File: config.mk
export PLATFORM = sky130hd
export DESIGN_NAME = clock_status_interrupt_regs
export DESIGN_NICKNAME = d
export VERILOG_FILES = /design/src/clock_ctl_pkg.sv /design/src/clock_status_interrupt_regs.sv /design/src/lock_timer.sv
export SDC_FILE = /design/constraint.sdc
export NUM_CORES = 1
export LEC_CHECK = 0
export BUFFER_PORTS_ARGS = -buffer_cell sky130_fd_sc_hd__buf_2
export CAP_MARGIN = 5
export CORE_UTILIZATION = 65
export CTS_CLUSTER_SIZE = 20
export DETAILED_ROUTE_END_ITERATION = 10
export PLACE_DENSITY = 0.86
export SLEW_MARGIN = 20
export SYNTH_ARGS = -nofsm -noshare
export SYNTH_HDL_FRONTEND = slang
export SYNTH_SLANG_ARGS = --single-unit
File: constraint.sdc
create_clock -name clock -period 6 [get_ports clock]
set_input_delay 0.9 -clock clock [delete_from_list [all_inputs] [get_ports clock]]
set_output_delay 0.9 -clock clock [all_outputs]
set_load 0.01 [all_outputs]
File: src/clock_ctl_pkg.sv
// Package with the register map, field layout and carrier types of the clock status block.
package clock_ctl_pkg;
    localparam int ADDR_W = 8;
    localparam int DATA_W = 32;
    localparam int NUM_PROG = 4;

    // Byte offsets of the registers.
    localparam logic [7:0] OFF_PROG_CLOCK0 = 8'h00;
    localparam logic [7:0] PROG_STRIDE = 8'h04;
    localparam logic [7:0] OFF_OSC_CTRL = 8'h20;
    localparam logic [7:0] OFF_PLL_A = 8'h28;
    localparam logic [7:0] OFF_PLL_B = 8'h2C;
    localparam logic [7:0] OFF_MASTER_CLOCK = 8'h30;
    localparam logic [7:0] OFF_IRQ_ENABLE = 8'h60;
    localparam logic [7:0] OFF_IRQ_DISABLE = 8'h64;
    localparam logic [7:0] OFF_STATUS = 8'h68;
    localparam logic [7:0] OFF_IRQ_MASK = 8'h6C;
    localparam logic [7:0] OFF_EVENT = 8'h70;

    // Field positions inside the configuration registers.
    localparam int SRC_LSB = 0;
    localparam int PRESCALE_LSB = 2;
    localparam int OSC_EN_BIT = 0;
    localparam int OSC_BYPASS_BIT = 1;
    localparam int OSC_COUNT_LSB = 8;
    localparam int OSC_COUNT_W = 8;
    localparam int OSC_MULT_SHIFT = 3;
    localparam int PLL_COUNT_LSB = 8;
    localparam int PLL_COUNT_W = 6;

    // Shared bit map of status, enable, disable, mask and event registers.
    localparam int BIT_OSC = 0;
    localparam int BIT_PLL_A = 1;
    localparam int BIT_PLL_B = 2;
    localparam int BIT_MASTER = 3;
    localparam int BIT_SLOW_OSC = 7;
    localparam int BIT_PROG0 = 8;
    localparam logic [31:0] FLAG_MASK = 32'h00000F0F;

    // Reset values and timing counts.
    localparam logic [2:0] PRESCALE_RESERVED = 3'h7;
    localparam logic [4:0] CLOCK_CFG_RESET = 5'h00;
    localparam logic [7:0] SETTLE_CYCLES = 8'h04;
    localparam logic [31:0] READ_ZERO = 32'h00000000;

    typedef enum logic [1:0] {
        SRC_SLOW,
        SRC_MAIN,
        SRC_PLL_A,
        SRC_PLL_B
    } source_t;

    typedef struct packed {
        logic [2:0] prescale_code;
        source_t source_select;
    } clock_cfg_t;

    typedef struct packed {
        logic wr;
        logic rd;
        logic [ADDR_W-1:0] addr;
        logic [DATA_W-1:0] wdata;
    } bus_req_t;
endpackage

File: src/clock_status_interrupt_regs.sv
// Clock source selection, prescalers, ready status and interrupt registers of the clock unit.
//
// Contract
// - Two-bit source code picks slow, main, PLLs.
// - Prescale code n of 0 to 6 divides by two to n; code 7 stops the output.
// - Enable register: ones enable, zeros ignored.
// - Disable register: ones disable, zeros ignored.
// - All interrupt registers share one bit map.
// - Mask reads zero enabled, one disabled.
// - Status shows oscillator stabilised flag.
// - Status shows first PLL lock.
// - Status shows second PLL lock.
// - Status shows master clock ready.
// - Status shows which slow oscillator runs.
// - Status shows each programmable clock ready.
// - Oscillator stable after start count times eight.
// - Bypass sets stable; clearing both clears it.
// - PLL locks after programmed slow clock count.
`timescale 1ns/1ps
`default_nettype none
module clock_status_interrupt_regs #(
    parameter int NUM_PROG = clock_ctl_pkg::NUM_PROG
) (
    input wire logic clock,
    input wire logic rst_n,
    input wire clock_ctl_pkg::bus_req_t bus,
    output logic [31:0] rdata_q,
    input wire logic slow_tick,
    input wire logic [3:0] source_tick,
    input wire logic slow_osc_external,
    output logic [NUM_PROG-1:0] prog_clock_tick_q,
    output logic master_tick_q,
    output logic irq_q
);
    localparam int NDIV = NUM_PROG + 1;
    localparam int MASTER = NUM_PROG;
    // Ready flags leave reset high; the edge detector starts there so no false event follows.
    localparam logic [31:0] FLAGS_AT_RESET = (32'h00000001 << clock_ctl_pkg::BIT_MASTER)
        | (((32'h00000001 << NUM_PROG) - 32'h00000001) << clock_ctl_pkg::BIT_PROG0);

    initial begin
        if (NUM_PROG < 1 || NUM_PROG > 4) $error("NUM_PROG must be 1 to 4");
    end

    // Configuration state.
    clock_ctl_pkg::clock_cfg_t cfg_q [NDIV];
    logic osc_enable_q;
    logic oscillator_bypass_q;
    logic [clock_ctl_pkg::OSC_COUNT_W-1:0] osc_count_q;
    logic [clock_ctl_pkg::PLL_COUNT_W-1:0] pll_a_lock_count_q;
    logic [clock_ctl_pkg::PLL_COUNT_W-1:0] pll_b_lock_count_q;
    logic [31:0] enable_q;
    logic [31:0] event_q;
    logic [31:0] flags_prev_q;
    logic [5:0] div_q [NDIV];
    logic [7:0] settle_q [NDIV];
    logic [NDIV-1:0] ready_q;
    logic [NDIV-1:0] tick_q;

    // Address decode of the register port.
    logic wr_osc;
    logic wr_pll_a;
    logic wr_pll_b;
    logic wr_enable;
    logic wr_disable;
    logic wr_event;
    logic [NDIV-1:0] wr_cfg;
    logic [31:0] wdata_flags;
    assign wr_osc = bus.wr && bus.addr == clock_ctl_pkg::OFF_OSC_CTRL;
    assign wr_pll_a = bus.wr && bus.addr == clock_ctl_pkg::OFF_PLL_A;
    assign wr_pll_b = bus.wr && bus.addr == clock_ctl_pkg::OFF_PLL_B;
    assign wr_enable = bus.wr && bus.addr == clock_ctl_pkg::OFF_IRQ_ENABLE;
    assign wr_disable = bus.wr && bus.addr == clock_ctl_pkg::OFF_IRQ_DISABLE;
    assign wr_event = bus.wr && bus.addr == clock_ctl_pkg::OFF_EVENT;
    assign wdata_flags = bus.wdata & clock_ctl_pkg::FLAG_MASK;

    // Oscillator control fields of the incoming write.
    logic new_osc_en;
    logic new_bypass;
    logic [clock_ctl_pkg::OSC_COUNT_W-1:0] new_osc_count;
    assign new_osc_en = bus.wdata[clock_ctl_pkg::OSC_EN_BIT];
    assign new_bypass = bus.wdata[clock_ctl_pkg::OSC_BYPASS_BIT];
    assign new_osc_count = bus.wdata[clock_ctl_pkg::OSC_COUNT_LSB +: clock_ctl_pkg::OSC_COUNT_W];

    // Oscillator start-up: the count is in units of eight slow clock cycles.
    logic osc_stable_flag;
    logic [clock_ctl_pkg::OSC_COUNT_W+2:0] osc_load;
    assign osc_load = {new_osc_count, 3'h0};
    lock_timer #(.W(clock_ctl_pkg::OSC_COUNT_W + clock_ctl_pkg::OSC_MULT_SHIFT)) osc_timer (
        .clock(clock),
        .rst_n(rst_n),
        .start(wr_osc && new_osc_en && !new_bypass),
        .set_now(wr_osc && new_bypass),
        .clear(wr_osc && !new_osc_en && !new_bypass),
        .load(osc_load),
        .tick(slow_tick),
        .done_q(osc_stable_flag)
    );

    // Each PLL relocks a programmed number of slow clock cycles after its register is written.
    logic pll_a_locked;
    logic pll_b_locked;
    lock_timer #(.W(clock_ctl_pkg::PLL_COUNT_W)) pll_a_timer (
        .clock(clock),
        .rst_n(rst_n),
        .start(wr_pll_a),
        .set_now(1'b0),
        .clear(1'b0),
        .load(bus.wdata[clock_ctl_pkg::PLL_COUNT_LSB +: clock_ctl_pkg::PLL_COUNT_W]),
        .tick(slow_tick),
        .done_q(pll_a_locked)
    );
    lock_timer #(.W(clock_ctl_pkg::PLL_COUNT_W)) pll_b_timer (
        .clock(clock),
        .rst_n(rst_n),
        .start(wr_pll_b),
        .set_now(1'b0),
        .clear(1'b0),
        .load(bus.wdata[clock_ctl_pkg::PLL_COUNT_LSB +: clock_ctl_pkg::PLL_COUNT_W]),
        .tick(slow_tick),
        .done_q(pll_b_locked)
    );

    // Plain copies of the oscillator and PLL controls, kept for read-back.
    always_ff @(posedge clock or negedge rst_n) begin
        if (!rst_n) begin
            osc_enable_q <= 1'b0;
            oscillator_bypass_q <= 1'b0;
            osc_count_q <= '0;
            pll_a_lock_count_q <= '0;
            pll_b_lock_count_q <= '0;
        end else begin
            if (wr_osc) begin
                osc_enable_q <= new_osc_en;
                oscillator_bypass_q <= new_bypass;
                osc_count_q <= new_osc_count;
            end
            if (wr_pll_a) begin
                pll_a_lock_count_q <= bus.wdata[clock_ctl_pkg::PLL_COUNT_LSB +:
                    clock_ctl_pkg::PLL_COUNT_W];
            end
            if (wr_pll_b) begin
                pll_b_lock_count_q <= bus.wdata[clock_ctl_pkg::PLL_COUNT_LSB +:
                    clock_ctl_pkg::PLL_COUNT_W];
            end
        end
    end

    // Dividers: slot MASTER is the master clock, the rest are the programmable outputs.
    genvar g;
    generate
        for (g = 0; g < NDIV; g++) begin : gen_div
            logic sel_tick;
            logic [5:0] div_mask;
            logic div_hit;
            logic reserved;
            assign wr_cfg[g] = bus.wr && bus.addr == ((g == MASTER) ?
                clock_ctl_pkg::OFF_MASTER_CLOCK :
                8'(clock_ctl_pkg::OFF_PROG_CLOCK0 + g * clock_ctl_pkg::PROG_STRIDE));
            assign sel_tick = source_tick[cfg_q[g].source_select];
            assign div_mask = 6'(7'(1) << cfg_q[g].prescale_code) - 6'h01;
            assign reserved = cfg_q[g].prescale_code == clock_ctl_pkg::PRESCALE_RESERVED;
            assign div_hit = sel_tick && !reserved && ((div_q[g] & div_mask) == div_mask);

            // A reserved code stops the output rather than guessing a ratio.
            always_ff @(posedge clock or negedge rst_n) begin
                if (!rst_n) begin
                    cfg_q[g] <= clock_ctl_pkg::CLOCK_CFG_RESET;
                    div_q[g] <= '0;
                    tick_q[g] <= 1'b0;
                end else begin
                    tick_q[g] <= div_hit;
                    if (wr_cfg[g]) begin
                        cfg_q[g] <= bus.wdata[clock_ctl_pkg::SRC_LSB +: 5];
                        div_q[g] <= '0;
                    end else if (sel_tick) begin
                        div_q[g] <= div_q[g] + 6'h01;
                    end
                end
            end

            // A new setting drops ready until the divider has settled on it.
            always_ff @(posedge clock or negedge rst_n) begin
                if (!rst_n) begin
                    settle_q[g] <= '0;
                    ready_q[g] <= 1'b1;
                end else if (wr_cfg[g]) begin
                    settle_q[g] <= clock_ctl_pkg::SETTLE_CYCLES;
                    ready_q[g] <= 1'b0;
                end else if (settle_q[g] != 8'h00) begin
                    settle_q[g] <= settle_q[g] - 8'h01;
                end else begin
                    ready_q[g] <= !reserved;
                end
            end
        end
    endgenerate

    // Live status word in the shared bit map; unassigned bits stay zero.
    logic [31:0] status_word;
    always_comb begin
        status_word = clock_ctl_pkg::READ_ZERO;
        status_word[clock_ctl_pkg::BIT_OSC] = osc_stable_flag;
        status_word[clock_ctl_pkg::BIT_PLL_A] = pll_a_locked;
        status_word[clock_ctl_pkg::BIT_PLL_B] = pll_b_locked;
        status_word[clock_ctl_pkg::BIT_MASTER] = ready_q[MASTER];
        status_word[clock_ctl_pkg::BIT_SLOW_OSC] = slow_osc_external;
        for (int i = 0; i < NUM_PROG; i++) begin
            status_word[clock_ctl_pkg::BIT_PROG0 + i] = ready_q[i];
        end
    end

    // Rising status flags are caught as sticky events; a new event wins over a clear.
    logic [31:0] flags;
    logic [31:0] rise;
    logic [31:0] event_d;
    logic [31:0] enable_d;
    assign flags = status_word & clock_ctl_pkg::FLAG_MASK;
    assign rise = flags & ~flags_prev_q;
    assign event_d = (event_q & ~(wr_event ? wdata_flags : 32'h00000000)) | rise;
    assign enable_d = (enable_q | (wr_enable ? wdata_flags : 32'h00000000))
        & ~(wr_disable ? wdata_flags : 32'h00000000);

    // Interrupt state; the output is registered so it never glitches.
    always_ff @(posedge clock or negedge rst_n) begin
        if (!rst_n) begin
            enable_q <= 32'h00000000;
            event_q <= 32'h00000000;
            flags_prev_q <= FLAGS_AT_RESET;
            irq_q <= 1'b0;
        end else begin
            enable_q <= enable_d;
            event_q <= event_d;
            flags_prev_q <= flags;
            irq_q <= |(event_q & enable_q);
        end
    end

    // Read multiplexer; write-only and unmapped addresses read as zero.
    logic [31:0] rd_mux;
    always_comb begin
        rd_mux = clock_ctl_pkg::READ_ZERO;
        for (int i = 0; i < NDIV; i++) begin
            if (bus.addr == ((i == MASTER) ? clock_ctl_pkg::OFF_MASTER_CLOCK :
                8'(clock_ctl_pkg::OFF_PROG_CLOCK0 + i * clock_ctl_pkg::PROG_STRIDE))) begin
                rd_mux = {27'h0000000, cfg_q[i]};
            end
        end
        unique case (bus.addr)
            clock_ctl_pkg::OFF_OSC_CTRL: begin
                rd_mux[clock_ctl_pkg::OSC_EN_BIT] = osc_enable_q;
                rd_mux[clock_ctl_pkg::OSC_BYPASS_BIT] = oscillator_bypass_q;
                rd_mux[clock_ctl_pkg::OSC_COUNT_LSB +: clock_ctl_pkg::OSC_COUNT_W] = osc_count_q;
            end
            clock_ctl_pkg::OFF_PLL_A: begin
                rd_mux[clock_ctl_pkg::PLL_COUNT_LSB +: clock_ctl_pkg::PLL_COUNT_W] =
                    pll_a_lock_count_q;
            end
            clock_ctl_pkg::OFF_PLL_B: begin
                rd_mux[clock_ctl_pkg::PLL_COUNT_LSB +: clock_ctl_pkg::PLL_COUNT_W] =
                    pll_b_lock_count_q;
            end
            clock_ctl_pkg::OFF_STATUS: rd_mux = status_word;
            clock_ctl_pkg::OFF_IRQ_MASK: rd_mux = ~enable_q & clock_ctl_pkg::FLAG_MASK;
            clock_ctl_pkg::OFF_EVENT: rd_mux = event_q;
            default: begin
            end
        endcase
    end

    // Read data stand in the cycle after the strobe only.
    always_ff @(posedge clock or negedge rst_n) begin
        if (!rst_n) begin
            rdata_q <= 32'h00000000;
        end else begin
            rdata_q <= bus.rd ? rd_mux : 32'h00000000;
        end
    end

    // Divided clock enables leave straight from flip-flops.
    assign prog_clock_tick_q = tick_q[NUM_PROG-1:0];
    assign master_tick_q = tick_q[MASTER];
endmodule // clock_status_interrupt_regs
`default_nettype wire

File: src/lock_timer.sv
// Down-counter that raises a ready flag a programmed number of slow clock ticks after a start.
`timescale 1ns/1ps
`default_nettype none
module lock_timer #(
    parameter int W = 11
) (
    input wire logic clock,
    input wire logic rst_n,
    input wire logic start,
    input wire logic set_now,
    input wire logic clear,
    input wire logic [W-1:0] load,
    input wire logic tick,
    output logic done_q
);
    logic [W-1:0] count_q;
    logic busy_q;

    initial begin
        if (W < 1 || W > 16) $error("lock_timer width out of range");
    end

    // A start with a zero count completes at once; a clear wins over everything.
    always_ff @(posedge clock or negedge rst_n) begin
        if (!rst_n) begin
            count_q <= '0;
            busy_q <= 1'b0;
            done_q <= 1'b0;
        end else if (clear) begin
            busy_q <= 1'b0;
            done_q <= 1'b0;
        end else if (set_now || (start && load == '0)) begin
            busy_q <= 1'b0;
            done_q <= 1'b1;
        end else if (start) begin
            count_q <= load;
            busy_q <= 1'b1;
            done_q <= 1'b0;
        end else if (busy_q && tick) begin
            count_q <= count_q - 1'b1;
            if (count_q == W'(1)) begin
                busy_q <= 1'b0;
                done_q <= 1'b1;
            end
        end
    end
endmodule // lock_timer
`default_nettype wire

==> Yosys cells after proc, flatten, opt, wreduce, memory -nomap -nowiden <==
Index checks and enable logic that the tools add are counted.
{ "op_classes": {"n_lt_le_gt_ge": 5, "shifts": 5, "addsub": 18, "eq_ne": 30, "n_mux": 86, "bitwise_logic": 19, "reduce_logical": 75} }
{ "ops": {"columns": ["op", "n"], "rows": [
  ["two-way mux 32 bit", 5],
  ["bitwise AND 32 bit", 3],
  ["inverter 12 -> 32 bit", 3],
  ["two-way mux 6 bit", 14],
  ["two-way mux 8 bit", 10],
  ["subtractor 6 x 1 -> 6 bit, second input constant", 7],
  ["two-way mux 1 bit", 41],
  ["== test 8 x 7 -> 1 bit, second input constant", 5],
  ["nonzero test 8 bit", 5],
  ["subtractor 8 x 1 -> 8 bit, second input constant", 5],
  ["two-way mux 12 bit", 3],
  ["one-hot mux 6 bit (6 select lines)", 1],
  ["bitwise AND 12 x 32 -> 32 bit", 1],
  ["== test 8 x 6 -> 1 bit, second input constant", 4],
  ["logical AND 1 bit", 32],
  ["bitwise OR 32 x 12 -> 32 bit", 1],
  ["bitwise OR 32 bit", 1],
  ["one-hot mux 16 bit (2 select lines)", 1],
  ["OR reduction 32 bit", 1],
  ["adder 6 x 1 -> 6 bit, second input constant", 5],
  ["bitwise AND 6 bit", 5],
  ["== test 6 bit", 5],
  ["<< shifter 1 x 3 -> 6 bit, first input constant", 5],
  ["nonzero test 2 bit", 13],
  ["26 further kinds", 62]
]} }
{ "word_totals": {"wordCells": 287, "out_inout_bits": 38, "ff_bits": 261} }

==> Longest topological paths before layout <==
{ "logic_depth": {"word_depth": 8, "depth_mapped": 8, "mapped_depth_nobuf": 6} }

==> Hierarchy <==
A second synthesis with hierarchy kept.
{ "unflattened": {"hier_cells": 1042, "hier_area_um2": 10505.1} }
{ "by_module_without_submodules": {"columns": ["module", "cells_per_inst", "seq_area_each_um2", "instances", "area_each_um2"], "rows": [
  ["clock_status_interrupt_regs", 805, 4166.5, 1, 8468.1],
  ["lock_timer at osc_timer", 111, 325.3, 1, 929.6],
  ["lock_timer at pll_b_timer", 64, 200.2, 1, 561.8],
  ["lock_timer at pll_a_timer", 62, 200.2, 1, 545.5]
]} }

==> Worst setup path after synthesis <==
OpenSTA, ideal clock, no wires.
{ "synth_timing": {"kind": "in2reg", "startpoint": "in bus[36] (netlist bit)", "endpoint": "reg osc_timer.count_q[0]", "cell_stages": 6, "path_slack_ps": 3288, "setup_ps": 125, "arrival_ps": 2587, "path_cell_list": "clkbuf_2 or4b_4 buf_2 o31ai_4 o21a_1 mux2_2"} }
{ "synth_via": {"elab_chain_cells": 8, "word_cells_on_any_way": 14, "cone_classes": "eq/ne: 1; mux: 1; bitwise: 2; reduce/logical: 10"} }
{ "synth_rtl": {"columns": ["item", "line", "source"], "rows": [
  ["start, declared", "clock_status_interrupt_regs.sv:26", "input wire clock_ctl_pkg::bus_req_t bus,"],
  ["== test 8 x 6 -> 1 bit *", "clock_status_interrupt_regs.sv:69", "assign wr_osc = bus.wr && bus.addr == clock_ctl_pkg::OFF_OSC_CTRL;"],
  ["logical AND 1 bit *", "clock_status_interrupt_regs.sv:69", null],
  ["logical AND 1 bit (2 in a row)", "clock_status_interrupt_regs.sv:92", ".start(wr_osc && new_osc_en && !new_bypass),"],
  ["logical AND 1 bit", "lock_timer.sv:32", "end else if (set_now || (start && load == '0)) begin"],
  ["logical OR 1 bit", "lock_timer.sv:32", null],
  ["inverter 1 bit (no source line)", null, null],
  ["AND reduction 3 bit (no source line)", null, null],
  ["end signal, assigned", "lock_timer.sv:36", "count_q <= load;"],
  ["end signal, assigned", "lock_timer.sv:40", "count_q <= count_q - 1'b1;"],
  ["end, declared", "lock_timer.sv:16", "logic [W-1:0] count_q;"]
]} }
Every way passes the cells marked *; elsewhere a longest branch is shown, timed or not.
A chain may end at the register's enable or synchronous reset.

==> Worst setup path in the final report <==
{ "layout_timing": {"startpoint": "in bus[34] (netlist bit)", "endpoint": "reg pll_a_timer.count_q[5]"} }
{ "layout_via": {"elab_chain_cells": 5, "word_cells_on_any_way": 7, "cone_classes": "eq/ne: 1; mux: 1; bitwise: 1; reduce/logical: 4"} }
{ "layout_rtl": {"columns": ["item", "line", "source"], "rows": [
  ["== test 8 x 6 -> 1 bit *", "clock_status_interrupt_regs.sv:70", "assign wr_pll_a = bus.wr && bus.addr == clock_ctl_pkg::OFF_PLL_A;"],
  ["logical AND 1 bit *", "clock_status_interrupt_regs.sv:70", null],
  ["logical AND 1 bit", "lock_timer.sv:32", null],
  ["inverter 1 bit (no source line)", null, null],
  ["AND reduction 2 bit (no source line)", null, null],
  ["end signal, assigned", "lock_timer.sv:36", null],
  ["end signal, assigned", "lock_timer.sv:40", null],
  ["end, declared", "lock_timer.sv:16", null]
]} }
Marked as above.

==> flow_metrics.env <==
export IMPL_finalSetupTns_ns=0
export IMPL_crit_buf_inv=1
export IMPL_final_fill_count=1057
export IMPL_grt_first_pass_wirelength_um=38100
export IMPL_design_portCount=88
export IMPL_synth_yosys_seq_area_share_pct=48.0
export IMPL_die_area_um2=16200
export IMPL_worst_ep_arrival_time_ns=3.33
export IMPL_max_cap_violations=0
export IMPL_number_of_port_buffers=50
export IMPL_netlist_area_um2=10200
export IMPL_overflow=0
export IMPL_fp_row_count=45
export IMPL_cts_max_level=4
export IMPL_post_route_min_period_ns=3.01
export IMPL_drt_drc_violations_left=0
export IMPL_initial_core_util_pct=66.8
export IMPL_synthesis_yosys_warnings=0
export IMPL_grt_total_usage_pct=30.3
export IMPL_synthTopCellsByCount="sky130_fd_sc_hd__dfrtp_1, sky130_fd_sc_hd__nor2_1, sky130_fd_sc_hd__nand2_1"
export IMPL_dr_total_vias=7680
export IMPL_clock_latency_ns=0.44
export IMPL_syn_area_per_cell_um2=10.5
export IMPL_hold_path_cell_count=0
export IMPL_yosysUniqueCellTypes=80
export IMPL_seqCellArea_um2=4890
export IMPL_hpwl_um=15500
export IMPL_first_global_vias=7509
export IMPL_layout_worst_path_cycle_share_pct=50.1
export IMPL_synth_async_reset_ratio_pct=100
export IMPL_relSlewSlack_pct=36.9
export IMPL_dr_pass1_iters=5
export IMPL_cts_inserted_buffers=17
export IMPL_crit_reg2reg_capture="settle_q[18]"
export IMPL_ant_nets=0
export IMPL_postRouteWirelength_um=22800
export IMPL_final_worst_setup_slack_ns=2.99
export IMPL_post_drt_wl_per_cell_um=18.6
export IMPL_reg2reg_launch_point="settle_q[16]"
export IMPL_detail_route_vias_per_cell=6.28
export IMPL_p_leak_nw=4.90
export IMPL_setup_worst_path_start_class="input pin"
export IMPL_crit_path_max_incr_delay_ns=0.76
export IMPL_clock_skew_ns=0.0104
export IMPL_crit_chain="buf_2, nor4b_2, nand3_1, mux2_2, a221o_1"
export IMPL_crit_path_top_delay_cell="sky130_fd_sc_hd__nor4b_2"
export IMPL_root_buffer="sky130_fd_sc_hd__clkbuf_16"
export IMPL_synth_top_cell_by_area="sky130_fd_sc_hd__dfrtp_1"
export IMPL_synth_area_top_cells="sky130_fd_sc_hd__dfrtp_1, sky130_fd_sc_hd__mux2_2, sky130_fd_sc_hd__nor2_1"
export IMPL_status="finished clean"
export IMPL_max_slew_worst_pin_slew_ns=0.933
export IMPL_min_delay_worst_endpoint="flags_prev_q[3]"
export IMPL_final_nets=1070
export IMPL_worst_setup_hold_path_clk_slew_ns=0.07
export IMPL_synth_seq_cells=195
export IMPL_timing_critical_path_to_type="flip-flop"
export IMPL_fraction_of_layout_instances_using_a_drive_strength_above_1_pct=17.6
export IMPL_grt_antenna_before_repair=0
export IMPL_report_final_hold_viol_count=0
export IMPL_timing_hold_worst_start="flags[3]"
export IMPL_fp_coreArea_um2=15300
export IMPL_rr_worst_depth=6
export IMPL_irDropWorstVdd_mv=0.283
export IMPL_cts_max_path_buffers=2
export IMPL_unrepaired_setup_endpoints_after_global_routing="no"
export IMPL_post_synth_inst_count=970
export IMPL_synthToLayoutAreaGrowth_pct=8.68
export IMPL_grt_start_max_net_pins=90
export IMPL_cts_repair_resized=0
export IMPL_die_height_um=127
export IMPL_final_setup_viols=0
export IMPL_synth_most_common_cell="sky130_fd_sc_hd__dfrtp_1"
export IMPL_synth_edf_count=0
export IMPL_cts_tree="done"
export IMPL_pre_cts_slack_ns=2.56
export IMPL_fmax_mhz=333
export IMPL_final_max_slew_violation_count=0
export IMPL_count_of_inserted_antenna_diode_cells=0
export IMPL_hold_worst_slack_ns=0.371
export IMPL_power_per_cell_area_nw_per_um2=382
export IMPL_first_iter_violations=748
export IMPL_rrSetupSlack_ns=3.93
export IMPL_cts_hold_fix_buffers=0
export IMPL_worstSetupPathType="input pin to flip-flop"
export IMPL_cp_top_family="simple AND/OR/NAND/NOR gates"
export IMPL_cts_repair_timing_setup_buffer_count=0
export IMPL_multi_input_comb_area_um2=4850
export IMPL_number_of_clock_sinks=195
export IMPL_gp_routability_congestion=0.879
export IMPL_chipWidth_um=127
export IMPL_critPathMaxFanout=29
export IMPL_timing_hold_worst_class="flip-flop to flip-flop"
export IMPL_yosys_top_cell_area_share_pct=45.4
export IMPL_cp_data_required_time_ns=6.33
export IMPL_dominantRegCellSynth="sky130_fd_sc_hd__dfrtp_1"
[logic make-up after synthesis]
kind of cell / synth area share (%)
AO/OA/AOI/OAI: 14.3
XOR/XNOR: 4.72
adder cells (fa/ha/maj): 2.58
buffers and inverters: 5.20
flip-flops: 48.0
multiplexers: 8.05
other: 0.0368
AND/OR/NAND/NOR: 17.2
[state kept, by name (all words and copies together), names as in the netlist, 8 cells and up]
name               count
event_q                8
div_q                 30
cfg_q                 25
osc_count_q            8
flags_prev_q           8
settle_q              40
rdata_q               14
enable_q               8
osc_timer.count_q     11
[cell type report]
cell class                 instances  area share [%]
clock buffer                      24            4.35
clock inverter                     8           0.937
inverter                          44            1.49
multi-input combinational        683            43.8
sequential                       195            44.2
tap                              211            2.38
timing repair buffer              58            2.88
[stage by stage]
step | power (mW) | util, % | area, um2 | cells
finish | 4.23 | 72.6 | 11100 | 1223
global route | 4.51 | 72.6 | 11100 | 1223
CTS | 4.24 | 72.6 | 11100 | 1223
detailed placement | 3.09 | 68.8 | 10500 | 1191
global placement | 3.01 | 68.8 | 10500 | 1191
floorplan | 2.80 | - | 10300 | 987
[worst max-delay path by stage]
| stage | to | cells past startpoint | slack, ns | start |
|---|---|---|---|---|
| final | pll_a_timer.count_q[5] | 5 | 2.99 | bus[34] |
| after global routing | cfg_q[3] | 5 | 2.85 | bus[34] |
| after CTS | pll_a_timer.count_q[5] | 5 | 3.02 | bus[34] |
| after detailed placement | pll_b_timer.count_q[2] | 5 | 2.56 | bus[35] |
| after global placement | cfg_q[3] | 5 | 2.60 | bus[34] |
| after floorplan | osc_timer.count_q[0] | 6 | 3.29 | bus[36] |
[metal layers]
layer | global-route usage, % | wire (um)
met1 | 42.4 | 9870
met4 | 11.9 | 557
met3 | 5.90 | 1470
met2 | 47.3 | 10900
met5 | 0 | 0
[cell usage in the layout, fill, tap and decap left out, types with 12 or more instances in the layout]
master / n
sky130_fd_sc_hd__dfrtp_1: 185
sky130_fd_sc_hd__buf_2: 49
sky130_fd_sc_hd__o21ai_0: 22
sky130_fd_sc_hd__xor2_1: 39
sky130_fd_sc_hd__conb_1: 18
sky130_fd_sc_hd__o211ai_1: 17
sky130_fd_sc_hd__mux2_2: 44
sky130_fd_sc_hd__clkbuf_16: 17
sky130_fd_sc_hd__a21oi_1: 28
sky130_fd_sc_hd__mux2i_1: 19
sky130_fd_sc_hd__inv_1: 43
sky130_fd_sc_hd__nand2b_1: 14
sky130_fd_sc_hd__o2bb2ai_1: 14
sky130_fd_sc_hd__nor2b_1: 12
sky130_fd_sc_hd__nand4_1: 14
sky130_fd_sc_hd__nor3_1: 23
sky130_fd_sc_hd__nand3_1: 14
sky130_fd_sc_hd__nor2_1: 97
sky130_fd_sc_hd__a22oi_1: 14
sky130_fd_sc_hd__ha_1: 21
sky130_fd_sc_hd__nand2_1: 62
sky130_fd_sc_hd__xnor2_1: 16
[power breakdown]
part,internal (mW),switching (mW),total (mW)
registers,1.68,0.365,2.04
logic,0.500,0.552,1.05
clock network,0.648,0.489,1.14
(Power assumes the default switching activity.)
